--- config.mk ---
export PLATFORM = sky130hd
export DESIGN_NAME = strap_option_latch
export DESIGN_NICKNAME = d
export VERILOG_FILES = /design/src/strap_option_common.sv /design/src/strap_option_latch.sv
export SDC_FILE = /design/constraint.sdc
export NUM_CORES = 1
export LEC_CHECK = 0
export BUFFER_PORTS_ARGS = -buffer_cell sky130_fd_sc_hd__buf_2
export CAP_MARGIN = 20
export CORE_MARGIN = 3
export CORE_UTILIZATION = 35
export CTS_CLUSTER_SIZE = 8
export DETAILED_ROUTE_END_ITERATION = 6
export PLACE_DENSITY_LB_ADDON = 0.12
export SLEW_MARGIN = 20
export SYNTH_ARGS = -nofsm -noshare
export SYNTH_HDL_FRONTEND = slang
export SYNTH_SLANG_ARGS = --single-unit
--- constraint.sdc ---
create_clock -name pclk -period 1.05 [get_ports pclk]
set_input_delay 0.21 -clock pclk [delete_from_list [all_inputs] [get_ports pclk]]
set_output_delay 0.21 -clock pclk [all_outputs]
set_load 0.1 [all_outputs]
--- src/strap_option_common.sv ---
`default_nettype none

package strap_option_pkg;

  // APB register map, byte addresses.
  localparam logic [11:0] ADDR_CCR  = 12'h000;
  localparam logic [11:0] ADDR_RFPR = 12'h004;

  // Field positions in the chip configuration register.
  localparam int CCR_DONE_BIT   = 0;
  localparam int CCR_WIDTH_LO   = 6;
  localparam int CCR_WIDTH_HI   = 7;
  localparam int CCR_ENDIAN_BIT = 10;

  // Field position in the receive frame pointer register.
  localparam int RFPR_ENDIAN_BIT = 11;
  localparam int RFPR_ENDIAN_LANE = 1;

  // Bus width codes held in bits 7:6.
  localparam logic [1:0] WIDTH_8  = 2'h1;
  localparam logic [1:0] WIDTH_16 = 2'h2;
  localparam logic [1:0] WIDTH_32 = 2'h0;

  // Reset values.
  localparam logic       ENDIAN_RESET = 1'h0;
  localparam logic [1:0] WIDTH_RESET  = WIDTH_8;
  localparam logic [31:0] DATA_ZERO   = 32'h0000_0000;

  // Pins settle under their pull resistors before the capture.
  localparam int CLK_PERIOD_NS = 10;
  localparam int SETTLE_NS     = 100;
  localparam int SETTLE_CYCLES = (SETTLE_NS + CLK_PERIOD_NS - 1) / CLK_PERIOD_NS;
  localparam int CNT_W         = 4;
  localparam logic [CNT_W-1:0] CNT_ZERO = 4'h0;
  localparam logic [CNT_W-1:0] CNT_ONE  = 4'h1;

  // Number of synchronised pin levels.
  localparam int SYNC_W = 4;

  typedef enum logic [1:0] {
    s_settle  = 2'b00,
    s_capture = 2'b01,
    s_run     = 2'b11
  } strap_state_e;

endpackage : strap_option_pkg

////////////////////////////////////////////////////////////////////////////////

module strap_sync
  import strap_option_pkg::*;
(
  input  wire logic              pclk,
  input  wire logic              presetn,
  input  wire logic [SYNC_W-1:0] async_in,
  output var  logic [SYNC_W-1:0] sync_out
);

  logic [SYNC_W-1:0] stage1;
  logic [SYNC_W-1:0] next_stage1;
  logic [SYNC_W-1:0] next_sync_out;

  always_comb begin
    next_stage1   = async_in;
    next_sync_out = stage1;
  end

  // The first stage feeds only the second stage.
  always_ff @(posedge pclk or negedge presetn) begin
    if (!presetn) begin
      stage1   <= '0;
      sync_out <= '0;
    end else begin
      stage1   <= next_stage1;
      sync_out <= next_sync_out;
    end
  end

endmodule : strap_sync

`default_nettype wire

--- src/strap_option_latch.sv ---
// Register access over APB and the register offsets were left to the implementer.
`default_nettype none

module strap_option_latch
  import strap_option_pkg::*;
(
  input  wire logic        pclk,
  input  wire logic        presetn,
  input  wire logic        psel,
  input  wire logic        penable,
  input  wire logic        pwrite,
  input  wire logic [11:0] paddr,
  input  wire logic [31:0] pwdata,
  input  wire logic [3:0]  pstrb,
  output var  logic [31:0] prdata,
  output logic             pready,
  output logic             pslverr,
  input  wire logic        endian_strap_pin_in,
  output logic             endian_strap_pin_out,
  output logic             endian_strap_pin_oe_n,
  input  wire logic        bus_width_strap_pin_in,
  output logic             bus_width_strap_pin_out,
  output logic             bus_width_strap_pin_oe_n,
  input  wire logic        config_memory_enable_strap,
  input  wire logic        bus_variant_32,
  input  wire logic        endian_pin_func_data,
  input  wire logic        bus_width_pin_func_data,
  output logic             big_endian_mode,
  output logic             bus_width_16,
  output logic             straps_valid
);

  localparam int SETTLE_MAX = SETTLE_CYCLES + 2;

  function automatic logic addr_mapped(input logic [11:0] a);
    return (a == ADDR_CCR) || (a == ADDR_RFPR);
  endfunction : addr_mapped

  ////////////////////////////////////////////////////////////////////////////////
  // Pin synchronisers.

  logic [SYNC_W-1:0] pin_sync;
  logic              endian_sync;
  logic              width_sync;
  logic              cfg_mem_sync;
  logic              v32_sync;

  strap_sync u_sync (
    .pclk     (pclk),
    .presetn  (presetn),
    .async_in ({bus_variant_32, config_memory_enable_strap,
                bus_width_strap_pin_in, endian_strap_pin_in}),
    .sync_out (pin_sync)
  );

  assign endian_sync  = pin_sync[0];
  assign width_sync   = pin_sync[1];
  assign cfg_mem_sync = pin_sync[2];
  assign v32_sync     = pin_sync[3];

  ////////////////////////////////////////////////////////////////////////////////
  // Sampling sequencer: settle, capture once, then run.

  strap_state_e     state;
  strap_state_e     next_state;
  logic [CNT_W-1:0] cnt;
  logic [CNT_W-1:0] next_cnt;

  always_comb begin
    next_state = state;
    next_cnt   = cnt;
    unique case (state)
      s_settle: begin
        if (cnt == CNT_W'(SETTLE_CYCLES - 1)) begin
          next_state = s_capture;
          next_cnt   = CNT_ZERO;
        end else begin
          next_cnt = cnt + CNT_ONE;
        end
      end
      s_capture: begin
        next_state = s_run;
      end
      s_run: begin
        next_state = s_run;
      end
      default: begin
        next_state = s_settle;
        next_cnt   = CNT_ZERO;
      end
    endcase
  end

  always_ff @(posedge pclk or negedge presetn) begin
    if (!presetn) begin
      state <= s_settle;
      cnt   <= CNT_ZERO;
    end else begin
      state <= next_state;
      cnt   <= next_cnt;
    end
  end

  ////////////////////////////////////////////////////////////////////////////////
  // Strap latches; written only in the single capture cycle after reset.

  logic       ccr_endian;
  logic [1:0] ccr_width;
  logic       drive_pins;
  logic       next_ccr_endian;
  logic [1:0] next_ccr_width;
  logic       next_drive_pins;

  always_comb begin
    next_ccr_endian = ccr_endian;
    next_ccr_width  = ccr_width;
    next_drive_pins = drive_pins;
    if (state == s_capture) begin
      next_ccr_endian = endian_sync;
      next_drive_pins = 1'b1;
      if (v32_sync) begin
        next_ccr_width = WIDTH_32;
      end else if (!cfg_mem_sync) begin
        next_ccr_width = width_sync ? WIDTH_16 : WIDTH_8;
      end else begin
        // Width comes from the configuration memory; keep the default here.
        next_ccr_width = WIDTH_RESET;
      end
    end
  end

  // Nothing but reset can reach the capture state again.
  always_ff @(posedge pclk or negedge presetn) begin
    if (!presetn) begin
      ccr_endian <= ENDIAN_RESET;
      ccr_width  <= WIDTH_RESET;
      drive_pins <= 1'b0;
    end else begin
      ccr_endian <= next_ccr_endian;
      ccr_width  <= next_ccr_width;
      drive_pins <= next_drive_pins;
    end
  end

  // Pins float as inputs until capture, then carry their normal function.
  assign endian_strap_pin_oe_n    = ~drive_pins;
  assign bus_width_strap_pin_oe_n = ~drive_pins;
  assign endian_strap_pin_out     = drive_pins & endian_pin_func_data;
  assign bus_width_strap_pin_out  = drive_pins & bus_width_pin_func_data;

  ////////////////////////////////////////////////////////////////////////////////
  // APB slave with zero wait states.

  logic        sw_endian;
  logic        next_sw_endian;
  logic [31:0] next_prdata;
  logic        wr_rfpr;

  assign pready  = 1'b1;
  assign pslverr = psel & penable & ~addr_mapped(paddr);
  assign wr_rfpr = psel & penable & pwrite & (paddr == ADDR_RFPR) & pstrb[RFPR_ENDIAN_LANE];

  always_comb begin
    next_sw_endian = sw_endian;
    next_prdata    = prdata;
    if (wr_rfpr) begin
      next_sw_endian = pwdata[RFPR_ENDIAN_BIT];
    end
    // Read data is registered in the setup cycle and stands in the access cycle.
    if (psel && !penable && !pwrite) begin
      next_prdata = DATA_ZERO;
      if (paddr == ADDR_CCR) begin
        next_prdata[CCR_ENDIAN_BIT]             = ccr_endian;
        next_prdata[CCR_WIDTH_HI:CCR_WIDTH_LO]  = ccr_width;
        next_prdata[CCR_DONE_BIT]               = straps_valid;
      end else if (paddr == ADDR_RFPR) begin
        next_prdata[RFPR_ENDIAN_BIT] = sw_endian;
      end
    end
  end

  always_ff @(posedge pclk or negedge presetn) begin
    if (!presetn) begin
      sw_endian <= ENDIAN_RESET;
      prdata    <= DATA_ZERO;
    end else begin
      sw_endian <= next_sw_endian;
      prdata    <= next_prdata;
    end
  end

  ////////////////////////////////////////////////////////////////////////////////
  // Effective configuration.

  assign straps_valid    = drive_pins;
  // A high strap forces big endian; software picks only when the strap is low.
  assign big_endian_mode = ccr_endian | sw_endian;
  assign bus_width_16    = (ccr_width == WIDTH_16);

  ////////////////////////////////////////////////////////////////////////////////
  // Assertions.
  // Read data is loaded at the setup edge, so readback checks compare it with the
  // register values of that edge; a capture in the same cycle must not trip them.

  endian_select_a: assert property (
    @(posedge pclk) disable iff (!presetn)
    (straps_valid && ccr_endian) |-> big_endian_mode)
    else $error("strapped big endian not applied");

  endian_capture_a: assert property (
    @(posedge pclk) disable iff (!presetn)
    (state == s_capture) |=> (ccr_endian == $past(endian_sync)))
    else $error("endian strap not captured into bit 10");

  soft_endian_a: assert property (
    @(posedge pclk) disable iff (!presetn)
    (straps_valid && !ccr_endian && wr_rfpr)
      |=> (big_endian_mode == $past(pwdata[RFPR_ENDIAN_BIT])))
    else $error("software endian bit not applied");

  width_select_a: assert property (
    @(posedge pclk) disable iff (!presetn)
    (state == s_capture && !v32_sync && !cfg_mem_sync)
      |=> (bus_width_16 == $past(width_sync)))
    else $error("bus width strap not applied");

  width_ignore_a: assert property (
    @(posedge pclk) disable iff (!presetn)
    (state == s_capture && v32_sync) |=> (ccr_width == WIDTH_32) && !bus_width_16)
    else $error("width strap not ignored in 32-bit variant");

  width_readback_a: assert property (
    @(posedge pclk) disable iff (!presetn)
    (psel && !penable && !pwrite && paddr == ADDR_CCR)
      |=> (prdata[CCR_WIDTH_HI:CCR_WIDTH_LO] == $past(ccr_width)))
    else $error("width bits 7:6 read back wrong");

  pin_direction_a: assert property (
    @(posedge pclk) disable iff (!presetn)
    (state == s_settle) |-> endian_strap_pin_oe_n && bus_width_strap_pin_oe_n
      ##[1:SETTLE_MAX] !endian_strap_pin_oe_n && !bus_width_strap_pin_oe_n)
    else $error("strap pins not released to outputs in time");

  latch_hold_a: assert property (
    @(posedge pclk) disable iff (!presetn)
    straps_valid |=> $stable(ccr_endian) && $stable(ccr_width) && straps_valid)
    else $error("latched straps changed after capture");

  endian_readback_a: assert property (
    @(posedge pclk) disable iff (!presetn)
    (psel && !penable && !pwrite && paddr == ADDR_CCR)
      |=> (prdata[CCR_ENDIAN_BIT] == $past(ccr_endian)))
    else $error("endian bit 10 read back wrong");

  soft_readback_a: assert property (
    @(posedge pclk) disable iff (!presetn)
    (psel && !penable && !pwrite && paddr == ADDR_RFPR)
      |=> (prdata[RFPR_ENDIAN_BIT] == $past(sw_endian)))
    else $error("software endian bit 11 read back wrong");

  soft_hold_a: assert property (
    @(posedge pclk) disable iff (!presetn)
    !wr_rfpr |=> $stable(sw_endian))
    else $error("software endian bit changed without a write");

  width_default_a: assert property (
    @(posedge pclk) disable iff (!presetn)
    (state == s_capture && !v32_sync && !cfg_mem_sync && !width_sync)
      |=> (ccr_width == WIDTH_8) && !bus_width_16)
    else $error("low width strap did not give 8-bit bus");

  width_memory_a: assert property (
    @(posedge pclk) disable iff (!presetn)
    (state == s_capture && !v32_sync && cfg_mem_sync)
      |=> (ccr_width == WIDTH_RESET) && !bus_width_16)
    else $error("width strap used with configuration memory");

  straps_ready_a: assert property (
    @(posedge pclk) disable iff (!presetn)
    (state == s_capture) |=> straps_valid && !endian_strap_pin_oe_n)
    else $error("strap pins not handed over after capture");

  pins_quiet_a: assert property (
    @(posedge pclk) disable iff (!presetn)
    !straps_valid |-> !endian_strap_pin_out && !bus_width_strap_pin_out)
    else $error("strap pin driven while still sampling");

  pins_drive_a: assert property (
    @(posedge pclk) disable iff (!presetn)
    straps_valid |-> (endian_strap_pin_out == endian_pin_func_data)
      && (bus_width_strap_pin_out == bus_width_pin_func_data))
    else $error("strap pin not carrying its normal function");

  capture_once_a: assert property (
    @(posedge pclk) disable iff (!presetn)
    (state == s_run) |=> (state == s_run))
    else $error("sequencer left the run state without reset");

endmodule : strap_option_latch

`default_nettype wire

Word level (Yosys, flattened, before mapping) --
Index checks and enable logic that the tools add are counted.
Storage, ports and cells: logic and storage cells 46, output and inout port bits 41, bits of input ports 59, register bits 24
Operators by class: bitwise logic cells 10, mux-type cells 12, equality and inequality tests 6, $add $sub $neg 1, reductions and logical operators 8
Operator list (count):
- $eq A12 B3 Y1 const B | 1
- $logic_not A12 Y1 | 1
- $mux W2 | 5
- $pmux W4 S2 | 1
- $and A1 B1 Y1 | 7
- $add A4 B1 Y4 const B | 1
- $eq A2 B2 Y1 const B | 2
- $eq A4 B4 Y1 const B | 1
- $mux W1 | 4
- $mux W4 | 1
- $pmux W2 S2 | 1
- $eq A2 B1 Y1 const B | 1
- $logic_and A1 B1 Y1 | 2
- $logic_not A1 Y1 | 2
- $logic_not A2 Y1 | 1
- $ne A2 B2 Y1 const B | 1
- $not A1 Y1 | 2
- $reduce_or A2 Y1 | 1
- $logic_or A1 B1 Y1 | 1
- $or A1 B1 Y1 | 1

Depth between registers and ports, before layout --
Gate-level depths: netlist of run 1.
depth in word-level cells 4, depth in mapped cells 5, gate-level depth less buffers 5

Cells and area by module --
A second synthesis of run 1 with hierarchy kept.
Second synthesis, totals: cells, all modules 119, area total of the unflattened synthesis 1217.4 um^2
Modules (own cells, without submodules):
- strap_option_latch | instances 1, area an instance 1017.2 um^2, sequential area each 401.6 um^2, cells an instance 111
- strap_sync | instances 1, area an instance 200.2 um^2, sequential area each 200.2 um^2, cells an instance 8

Worst setup path after synthesis of run 1 --
No wires, ideal clock.
path type register -> output, start point reg drive_pins (netlist: straps_valid), end point out endian_strap_pin_oe_n, data required time 0.840 ns, cell stages (with the launch flop) 3, buffers on the path 1, arrival 2.052 ns, path slack -1.212 ns, path through dfrtp_1 -> inv_1 -> buf_4
Between the ends: cells in the longest elaborated chain, start to end 1
Ends and longest elaborated chain:
- start, declared | RTL line strap_option_latch.sv:109 | logic drive_pins;
- start signal, assigned | RTL line strap_option_latch.sv:141 | drive_pins <= next_drive_pins;
- $not A1 Y1
- end, declared | RTL line strap_option_latch.sv:20 | output logic endian_strap_pin_oe_n,
No other way between the ends.

Final worst setup path of run 1 --
start point reg drive_pins (netlist: straps_valid), end point out endian_strap_pin_out
Between the ends: cells in the longest elaborated chain, start to end 1
Ends and longest elaborated chain:
- $and A1 B1 Y1 | RTL line strap_option_latch.sv:148 | assign endian_strap_pin_out = drive_pins & endian_pin_func_data;
- end, declared | RTL line strap_option_latch.sv:19 | output logic endian_strap_pin_out,
No other way between the ends.

==> results of run 1 <==
-- cells by family (layout without fill, tap and decap cells) --
| family | after synthesis | in the layout |
|---|---|---|
| buf+inv | 39 | 72 |
| simple gates | 35 | 35 |
| flops | 24 | 24 |
| compound gates | 14 | 14 |
| mux | 3 | 3 |
| fa+ha+maj | 2 | 2 |
| other cells | 2 | 28 |
-- power breakdown --
group,internal (W),total [W],switching (W)
Combinational,0.000133,0.000716,0.000584
Sequential,0.000947,0.000957,0.00000967
Clock,0.000211,0.000470,0.000258
Total,0.00129,0.00214,0.000852
-- state kept, by name, summed over array words and instances, names as in the netlist --
register              cells
straps_valid              1
sw_endian                 1
u_sync.sync_out           4
ccr_endian                1
cnt                       4
u_sync.next_sync_out      4
prdata                    5
state                     2
ccr_width                 2
-- worst max-delay path: stages (launching register included) --
cell and delay, ns:
dfrtp_4 0.52, and2_4 0.16, buf_12 0.16
-- path summary, 6_finish.rpt --
| check | start | to | slack [ns] | cells past startpoint |
|---|---|---|---|---|
| min | pwdata[11] | sw_endian | 0.14 | 2 |
| min reg2reg | u_sync.next_sync_out[2] | u_sync.sync_out[2] | 0.36 | 0 |
| max in group asynchronous | presetn | ccr_width[0] | 0.44 | 3 |
| max reg2reg | cnt[0] | cnt[2] | -0.16 | 4 |
| min in group asynchronous | presetn | u_sync.next_sync_out[3] | 0.39 | 3 |
| max | straps_valid | endian_strap_pin_out | -0.30 | 2 |
-- through the flow --
stage	hold slack [ns]	cells	setup slack (ns)	TNS, ns	total power (W)
after floorplan	-0.0856	145	-0.673	-2.71	0.00160
after global placement	0.159	202	-0.298	-1.91	0.00163
after detailed placement	0.157	202	-0.332	-2.35	0.00164
after CTS	0.127	219	-0.315	-3.05	0.00216
after global routing	0.116	222	-0.363	-3.87	0.00223
final	0.136	222	-0.298	-2.90	0.00214
-- per-layer routing --
metal | vias to the layer above | part of all wire
met5 | - | 0
met4 | 0 | 0.0020
met3 | 2 | 0.11
met2 | 50 | 0.52
met1 | 438 | 0.36
li1 | 453 | -
-- cell usage in the layout (no fill, tap or decap), types with 2 or more instances in the layout --
master / Yosys / routed
o41ai_1: 2 / 2
nor2_1: 4 / 3
buf_6: 0 / 5
nor4_4: 2 / 2
conb_1: 2 / 28
inv_1: 7 / 5
clkbuf_4: 0 / 3
mux2_4: 0 / 2
buf_4: 29 / 17
o21ai_1: 0 / 7
dfrtp_2: 0 / 7
nand2_1: 12 / 12
and2_4: 0 / 2
dfrtp_1: 23 / 15
nand4_1: 3 / 3
buf_12: 0 / 14
buf_2: 1 / 20
dlygate4sd3_1: 0 / 5
nor4b_1: 2 / 2
o31ai_1: 2 / 2
-- repair_timing --
action	in CTS	in global routing
setup endpoints to repair	17	22
gates resized for setup	18	12
endpoints found under the hold margin	27	0
pin swaps	6	7
hold buffers	5	0
buffers inserted	8	6
-- final cells by class --
| type | instances | area, um^2 |
|---|---|---|
| Tap cell | 44 | 55.1 |
| Sequential cell | 24 | 614 |
| Clock buffer | 4 | 36.3 |
| Fill cell | 287 | 1320 |
| Inverter | 7 | 30.0 |
| Multi-Input combinational cell | 82 | 534 |
| Timing Repair Buffer | 61 | 614 |
==> summary.md, run 1 <==
| Metric | Value |
|---|---|
| Status | `finished, violations left` |
| Violated checks | `negative setup slack` |
| Syn_area_per_cell | `10.3 um^2` |
| Max Cap Violations | `0` |
| CTS Buf Count | `3` |
| Post-synth top area share | `0.469` |
| Cell variety after synth | `29` |
| Starting density of the core | `0.383` |
| Setup ws final | `-0.298 ns` |
| Hold Fails Final Rpt | `0` |
| Final setup viols | `19` |
| Io pins | `100` |
| Post-Synth Adder-Cell Area | `0.0204` |
| Asr flop ratio synth | `1.00` |
| CTS tree | `built` |
| Placer Congestion | `0.735` |
| Cell Area, Placed | `1630 um^2` |
| Largest family of logic cells by synthesized area | `buffers and inverters` |
| Post-synthesis compound-gate area fraction | `0.0703` |
| Layout cells sized above 1 | `0.478` |
| Worst vdd ir | `0.000753 V` |
| Hold Path Class | `in2reg` |
| Die Height | `65.2 um` |
| Post-synthesis register bit count | `24` |
| Count leader, synth | `buf_4` |
| Pwr Density | `1140 nW/um^2` |
| Nets | `240` |
| Slew Viols, Final | `0` |
| Required @ worst endpoint | `0.84 ns` |
| Fin crit share | `1.28` |
| Die width | `65.2 um` |
| Post-DP HPWL | `1840 um` |
| Leakage dissipation | `0.890 nW` |
| Met1 GRT Util | `0.125` |
| Seq/Total Area, Yosys | `0.490` |
| Mapped cell area | `1230 um^2` |
| Avg WL per Cell | `11.4 um` |
| Core Box Area | `3200 um^2` |
| DRT Pass-1 Iters | `4` |
| Root Buffer | `clkbuf_4` |
| Global-route wire length before repair | `3840 um` |
| Mapped Cells | `119` |
| Routed vias | `943` |
| Synth Area in XOR/XNOR | `0` |
| Synth area leaders | `dfrtp_1 (47%), buf_4 (18%), nand2_1 (3.7%)` |
| Post-Route Utilization | `0.588` |
| Fin Clk Skew | `0.00348 ns` |
| Post-synthesis mux area share | `0.0265` |
| Diodes inserted | `0` |
| F_max | `742 MHz` |
| Initial antenna violation count | `0` |
| Largest net degree at the start of global routing | `25` |
| Sinks on Clock Net | `24` |
| GR Util met3 | `0.0239` |
| Peak-usage layer in the global routing report | `met2` |
| Post-synthesis simple-gate area fraction | `0.177` |
| Worst-case clock buffer depth | `2` |
| Most frequent cells after synthesis | `buf_4 (29), dfrtp_1 (23), nand2_1 (12)` |
| Number of flops mapped to enable cells by yosys | `0` |
| DRC Markers | `0` |
| Vias in the first global route | `906` |
| Clk Latency, worst-skew pair | `0.30 ns` |
| WS Path Type | `reg2out` |
| Final instance area | `1880 um^2` |
| Reg clk slew, reported paths | `0.13 ns` |
| Tmin final | `1.35 ns` |
| RSZ-0062 raised after global routing | `true` |
| DR iter-0 viols | `11` |
| DR vias/cell | `4.25` |
| Top_reg_cell synth | `dfrtp_1` |
| Die area | `4250 um^2` |
| Row Count | `20` |
| Yosys top cell by area | `dfrtp_1` |
| # port buffers | `37` |
| Critical path arrival | `1.14 ns` |
| # H-tree levels | `1` |
| Ys Warns | `0` |
| Area Growth Syn to Fin | `53.5%` |
| Total GRT Usage | `0.113` |
| Final wirelength | `2530 um` |
| Met2 GRT Util | `0.215` |
| Final ANT Viol Nets | `0` |
| Worst-path fanout max | `4` |
| CP Launch Type | `flip-flop` |
| GR Overflow Total | `0` |
| Crit. End Element | `output port` |
Note: power is estimated with default switching activity, not from simulation.
==> run 2, diff against run 1 <==
Settings changed: ABC_AREA from default to 1, CORE_ASPECT_RATIO from default to 0.75, SYNTH_HIERARCHICAL from default to 1.
==> summary.md, run 2 <==
| Metric | Value |
|---|---|
| Status | `finished, violations left` |
| Violated checks | `negative setup slack` |
| Flop2flop setup slack | `0.05 ns` |
| Yosys top cell by area | `dfrtp_1` |
| Row Count | `18` |
| Sequential fraction of design power | `0.435` |
| Reg2reg end | `cnt[0]` |
| Diodes inserted | `0` |
| Mapped Cells | `139` |
| R2R cell count | `4` |
| Worst Setup EP | `bus_width_strap_pin_out` |
| Synth area leaders | `dfrtp_1 (46%), buf_4 (18%), nand2_1 (7.6%)` |
| Post-synthesis register bit count | `24` |
| Post-DP HPWL | `1790 um` |
| Setup ws final | `-0.303 ns` |
| Critical path cell sequence | `nand2_4 -> clkinvlp_4 -> buf_12` |
| Clk Latency, worst-skew pair | `0.26 ns` |
| Critical path arrival | `1.14 ns` |
| CP Launch Type | `flip-flop` |
| Fin Clk Skew | `0.00601 ns` |
| Routed vias | `985` |
| Setup TNS | `-2.16 ns` |
| Die width | `74.7 um` |
| Hold Slack | `0.0456 ns` |
| Mapped cell area | `1240 um^2` |
| Worst path slowest cell | `dfrtp_4` |
| CTS Buf Count | `3` |
| Levels on crit path | `3` |
| Required @ worst endpoint | `0.84 ns` |
| Fin crit share | `1.29` |
| Core Box Area | `3330 um^2` |
| Max Cap Violations | `0` |
| Hold Fails Final Rpt | `0` |
| Max reg flops | `5` |
| Nets | `260` |
| Layout cells sized above 1 | `0.520` |
| RSZ-0062 raised after global routing | `true` |
| DR vias/cell | `4.14` |
| Most frequent cells after synthesis | `buf_4 (29), nand2_1 (25), dfrtp_1 (23)` |
| Final setup viols | `13` |
| Post-synth top area share | `0.465` |
| CTS tree | `built` |
| Final wirelength | `2480 um` |
| Placer Congestion | `0.655` |
| GR Overflow Total | `0` |
| Die area | `4300 um^2` |
| Reg clk slew, reported paths | `0.08 ns` |
| DR iter-0 viols | `12` |
| Final instance area | `1940 um^2` |
| Tmin final | `1.35 ns` |
| Number of fill cells in the layout | `285` |
| Global-route wire length before repair | `3650 um` |
| Largest net degree at the start of global routing | `25` |
| # H-tree levels | `1` |
| Cell variety after synth | `24` |
| Die Height | `57.5 um` |
| Sinks on Clock Net | `24` |
| Hold Path Class | `in2reg` |
| Top Family by Delay on Critical Path | `flip-flops` |
| Starting density of the core | `0.372` |
| Cell Area, Placed | `1670 um^2` |
| Total GRT Usage | `0.110` |
| Final ANT Viol Nets | `0` |
| WP buf/inv | `2` |
| WS Path Type | `reg2out` |
| Worst-case clock buffer depth | `2` |
| Seq/Total Area, Yosys | `0.486` |
| Pwr Density | `1130 nW/um^2` |
| P_int | `0.00134 W` |
| Worst-path fanout max | `5` |
| Io pins | `100` |
| Count leader, synth | `buf_4` |
| Most frequent cells in the layout | `conb_1 (28), buf_4 (21), buf_2 (20)` |
| Combinational share of power | `0.319` |
| Number of flops mapped to enable cells by yosys | `0` |
| DRT Pass-1 Iters | `4` |
| Area Growth Syn to Fin | `56.8%` |
| Worst reg2reg startpoint | `state[0]` |
| Largest Register | `prdata` |
| Commonest non-fill, non-tap cell in the layout | `conb_1` |
| DRC Markers | `0` |
| Asr flop ratio synth | `1.00` |
| # port buffers | `37` |
| Ys Warns | `6` |
| Clk network pwr share | `0.246` |
| CP startpoint | `straps_valid` |
| Vias in the first global route | `890` |
| Avg WL per Cell | `10.4 um` |
| Slowest Stage Delay on Critical Path | `0.54 ns` |
| Worst vdd ir | `0.00112 V` |
| Syn_area_per_cell | `8.91 um^2` |
| Slew Viols, Final | `0` |
| Crit. End Element | `output port` |
| Leakage dissipation | `0.906 nW` |
| Switching share of power | `0.391` |
| Sw power | `0.000859 W` |
| F_max | `739 MHz` |
| Initial antenna violation count | `0` |
| Top_reg_cell synth | `dfrtp_1` |
| Root Buffer | `clkbuf_8` |
==> run 2: cells by family (layout without fill, tap and decap cells) <==
| group | after synthesis | count (layout) | share of synthesized area |
|---|---|---|---|
| adders and majority gates | 2 | 2 | 0.0202 |
| and+or+nand+nor | 45 | 45 | 0.164 |
| AOI/OAI and AO/OA | 12 | 12 | 0.0646 |
| DFF | 24 | 24 | 0.486 |
| buffers and inverters | 52 | 85 | 0.245 |
| xor gates and xnor gates | 2 | 2 | 0.0141 |
| other | 2 | 28 | 0.00606 |
==> run 2: layer usage <==
metal  track usage  vias to the layer above  wire, um
met5             0                        -         0
met4        0.0152                        0         8
met3        0.0440                        2       197
met2         0.207                       41      1370
met1         0.119                      456       904
li1              -                      486         -
==> run 2: power groups by stage <==
| stage | clock (W) | combinational [W] | sequential [W] |
|---|---|---|---|
| after floorplan | 0 | 0.000616 | 0.000978 |
| after global placement | 0 | 0.000651 | 0.000975 |
| after detailed placement | 0 | 0.000656 | 0.000975 |
| after CTS | 0.000569 | 0.000674 | 0.000956 |
| after global routing | 0.000605 | 0.000727 | 0.000959 |
| final | 0.000541 | 0.000700 | 0.000956 |
==> run 2: worst min path at each step <==
stage | slack, ns | cells past startpoint | start | endpoint
after floorplan | -0.09 | 0 | presetn | ccr_endian
after global routing | 0.03 | 1 | bus_variant_32 | u_sync/next_sync_out[3]
final | 0.05 | 1 | bus_variant_32 | u_sync/next_sync_out[3]
after detailed placement | 0.21 | 2 | presetn | straps_valid
after global placement | 0.21 | 2 | presetn | prdata[11]
after CTS | 0.04 | 1 | bus_variant_32 | u_sync/next_sync_out[3]
==> run 2: timing repair <==
action	CTS	global route
setup endpoints to repair	17	18
pin swaps	1	9
gates resized for setup	14	25
endpoints found under the hold margin	23	0
setup buffers	3	5
hold buffers	1	0
==> run 2: cell type report <==
class	instances	area [um^2]	share of cell area
Tap cell	40	50.0	0.0258
Timing Repair Buffer	59	573	0.295
Clock buffer	4	45.0	0.0232
Inverter	22	93.8	0.0483
Multi-Input combinational cell	89	567	0.292
Sequential cell	24	613	0.316
==> run 2: metrics by stage <==
stage	util	std cells	power [W]	setup slack (ns)
CTS	0.538	233	0.00220	-0.316
floorplan	-	165	0.00159	-0.677
global route	0.583	238	0.00229	-0.338
finish	0.583	238	0.00220	-0.303
global placement	0.501	225	0.00163	-0.346
detailed placement	0.501	225	0.00163	-0.362
==> run 3, diff against run 2 <==
Settings changed: CELL_PAD_IN_SITES_DETAIL_PLACEMENT from default to 2, CELL_PAD_IN_SITES_GLOBAL_PLACEMENT from default to 2, CORE_UTILIZATION 35 to 17, MAX_ROUTING_LAYER from default to met4.
==> summary.md, run 3 (synthesized netlist as in run 2, its figures left out) <==
| Metric | Value |
|---|---|
| Nets | `261` |
| Hold Path Class | `in2reg` |
| Top Family by Delay on Critical Path | `flip-flops` |
| Hold endpoint | `u_sync/next_sync_out[1]` |
| Reg2reg end | `straps_valid` |
| Fin crit share | `1.28` |
| WS Path Type | `reg2out` |
| Post-Route Utilization | `0.301` |
| # port buffers | `37` |
| DRC Markers | `0` |
| Max Cap Violations | `0` |
| Combinational share of power | `0.288` |
| Most frequent cells in the layout | `conb_1 (28), buf_4 (21), nand2_1 (18), buf_2 (18)` |
| Total GRT Usage | `0.0795` |
| Global-route wire length before repair | `5230 um` |
| Die Height | `79.9 um` |
| Largest net degree at the start of global routing | `15` |
| Hold_sp | `bus_width_strap_pin_in` |
| Vias in the first global route | `1114` |
| Sinks on Clock Net | `24` |
| Initial antenna violation count | `0` |
| Root Buffer | `clkbuf_8` |
| Leakage dissipation | `0.938 nW` |
| Placer Congestion | `0.711` |
| Hold Fails Final Rpt | `0` |
| Hold Path Depth | `1` |
| Final ANT Viol Nets | `0` |
| Worst-path fanout max | `5` |
| Critical path cell sequence | `nand2_4 -> clkinvlp_4 -> buf_12` |
| Worst-case clock buffer depth | `2` |
| Fin Clk Skew | `0.00241 ns` |
| Routed vias | `1025` |
| Final instance area | `2090 um^2` |
| Worst path slowest cell | `dfrtp_4` |
| R2R cell count | `4` |
| Switching share of power | `0.360` |
| Violated checks | `negative setup slack` |
| Tmin final | `1.35 ns` |
| Post-DP HPWL | `2670 um` |
| # H-tree levels | `1` |
| Io pins | `100` |
| GR Overflow Total | `0` |
| CTS Buf Count | `3` |
| Flop2flop setup slack | `0.02 ns` |
| RSZ-0062 raised after global routing | `true` |
| Number of fill cells in the layout | `786` |
| Starting density of the core | `0.179` |
| DRT Pass-1 Iters | `2` |
| Largest Register | `prdata` |
| Die area | `8360 um^2` |
| Row Count | `26` |
| Setup ws final | `-0.296 ns` |
| Worst reg2reg startpoint | `straps_valid` |
| Worst vdd ir | `0.000569 V` |
| Cell Area, Placed | `1750 um^2` |
| Diodes inserted | `0` |
| CP Launch Type | `flip-flop` |
| Clk Latency, worst-skew pair | `0.26 ns` |
| Setup TNS | `-2.16 ns` |
| Worst slack, placed | `-0.391 ns` |
| Crit. End Element | `output port` |
| P_int | `0.00158 W` |
| Area Growth Syn to Fin | `68.6%` |
| CTS tree | `built` |
| Slowest Stage Delay on Critical Path | `0.54 ns` |
| Layout cells sized above 1 | `0.553` |
| Critical path arrival | `1.14 ns` |
| Required @ worst endpoint | `0.84 ns` |
| Final wirelength | `3300 um` |
| Slew Viols, Final | `0` |
| Status | `finished, violations left` |
| Core Box Area | `6930 um^2` |
| Die width | `105 um` |
| DR iter-0 viols | `13` |
| Sequential fraction of design power | `0.386` |
| Reg clk slew, reported paths | `0.09 ns` |
| Avg WL per Cell | `11.1 um` |
| Clk network pwr share | `0.325` |
| Final setup viols | `13` |
| Sw power | `0.000892 W` |
| Max reg flops | `5` |
| Pwr Density | `1190 nW/um^2` |
| DR vias/cell | `3.45` |
| F_max | `743 MHz` |
| WP buf/inv | `2` |
| Commonest non-fill, non-tap cell in the layout | `conb_1` |
[run 3: cell types whose count changed in the layout (fill, tap and decap cells not counted), sizes merged]
cell	change
buf	+1
bufinv	+1
clkbuf	-1
[run 3: worst max path at each step]
stage,start,end,slack [ns],cells after the start
CTS,straps_valid,bus_width_strap_pin_out,-0.32,3
detailed placement,paddr[5],pslverr,-0.39,7
global route,straps_valid,bus_width_strap_pin_out,-0.34,3
finish,straps_valid,bus_width_strap_pin_out,-0.30,3
floorplan,straps_valid,endian_strap_pin_oe_n,-0.68,2
global placement,paddr[5],pslverr,-0.36,7
[run 3: cell type report]
cell class                      count  area [um^2]  area share
Clock buffer                        3         41.3      0.0198
Clock inverter                      1         30.0      0.0144
Inverter                           22         93.8      0.0449
Multi-Input combinational cell     89          581       0.278
Sequential cell                    24          614       0.294
Tap cell                           98          123      0.0587
Timing Repair Buffer               60          606       0.290
[run 3: repair_timing]
action,CTS,global route
buffers inserted,4,6
hold endpoints to repair,9,0
hold buffers,1,0
pin swaps,5,12
gates resized for setup,26,21
setup endpoints to repair,17,19
[run 3: power by group through the flow]
stage               sequential [W]  clock [W]  combinational (W)
floorplan                 0.000978          0           0.000616
global placement          0.000975          0           0.000658
detailed placement        0.000976          0           0.000665
CTS                       0.000957   0.000844           0.000684
global route              0.000960   0.000888           0.000744
finish                    0.000957   0.000806           0.000714
[run 3: stage by stage]
step	hold slack [ns]	instances	total power (W)
floorplan	-0.0856	165	0.00159
global placement	0.110	282	0.00163
detailed placement	0.114	282	0.00164
CTS	0.0321	291	0.00249
global route	0.0205	297	0.00259
finish	0.0443	297	0.00248
[run 3: layer usage]
metal / global-route usage / wire length, um / vias to the layer above
met5: - / 0 / -
met4: 0.00797 / 8 / 0
met3: 0.0267 / 239 / 2
met2: 0.148 / 1790 / 36
met1: 0.0861 / 1270 / 501
li1: - / - / 486
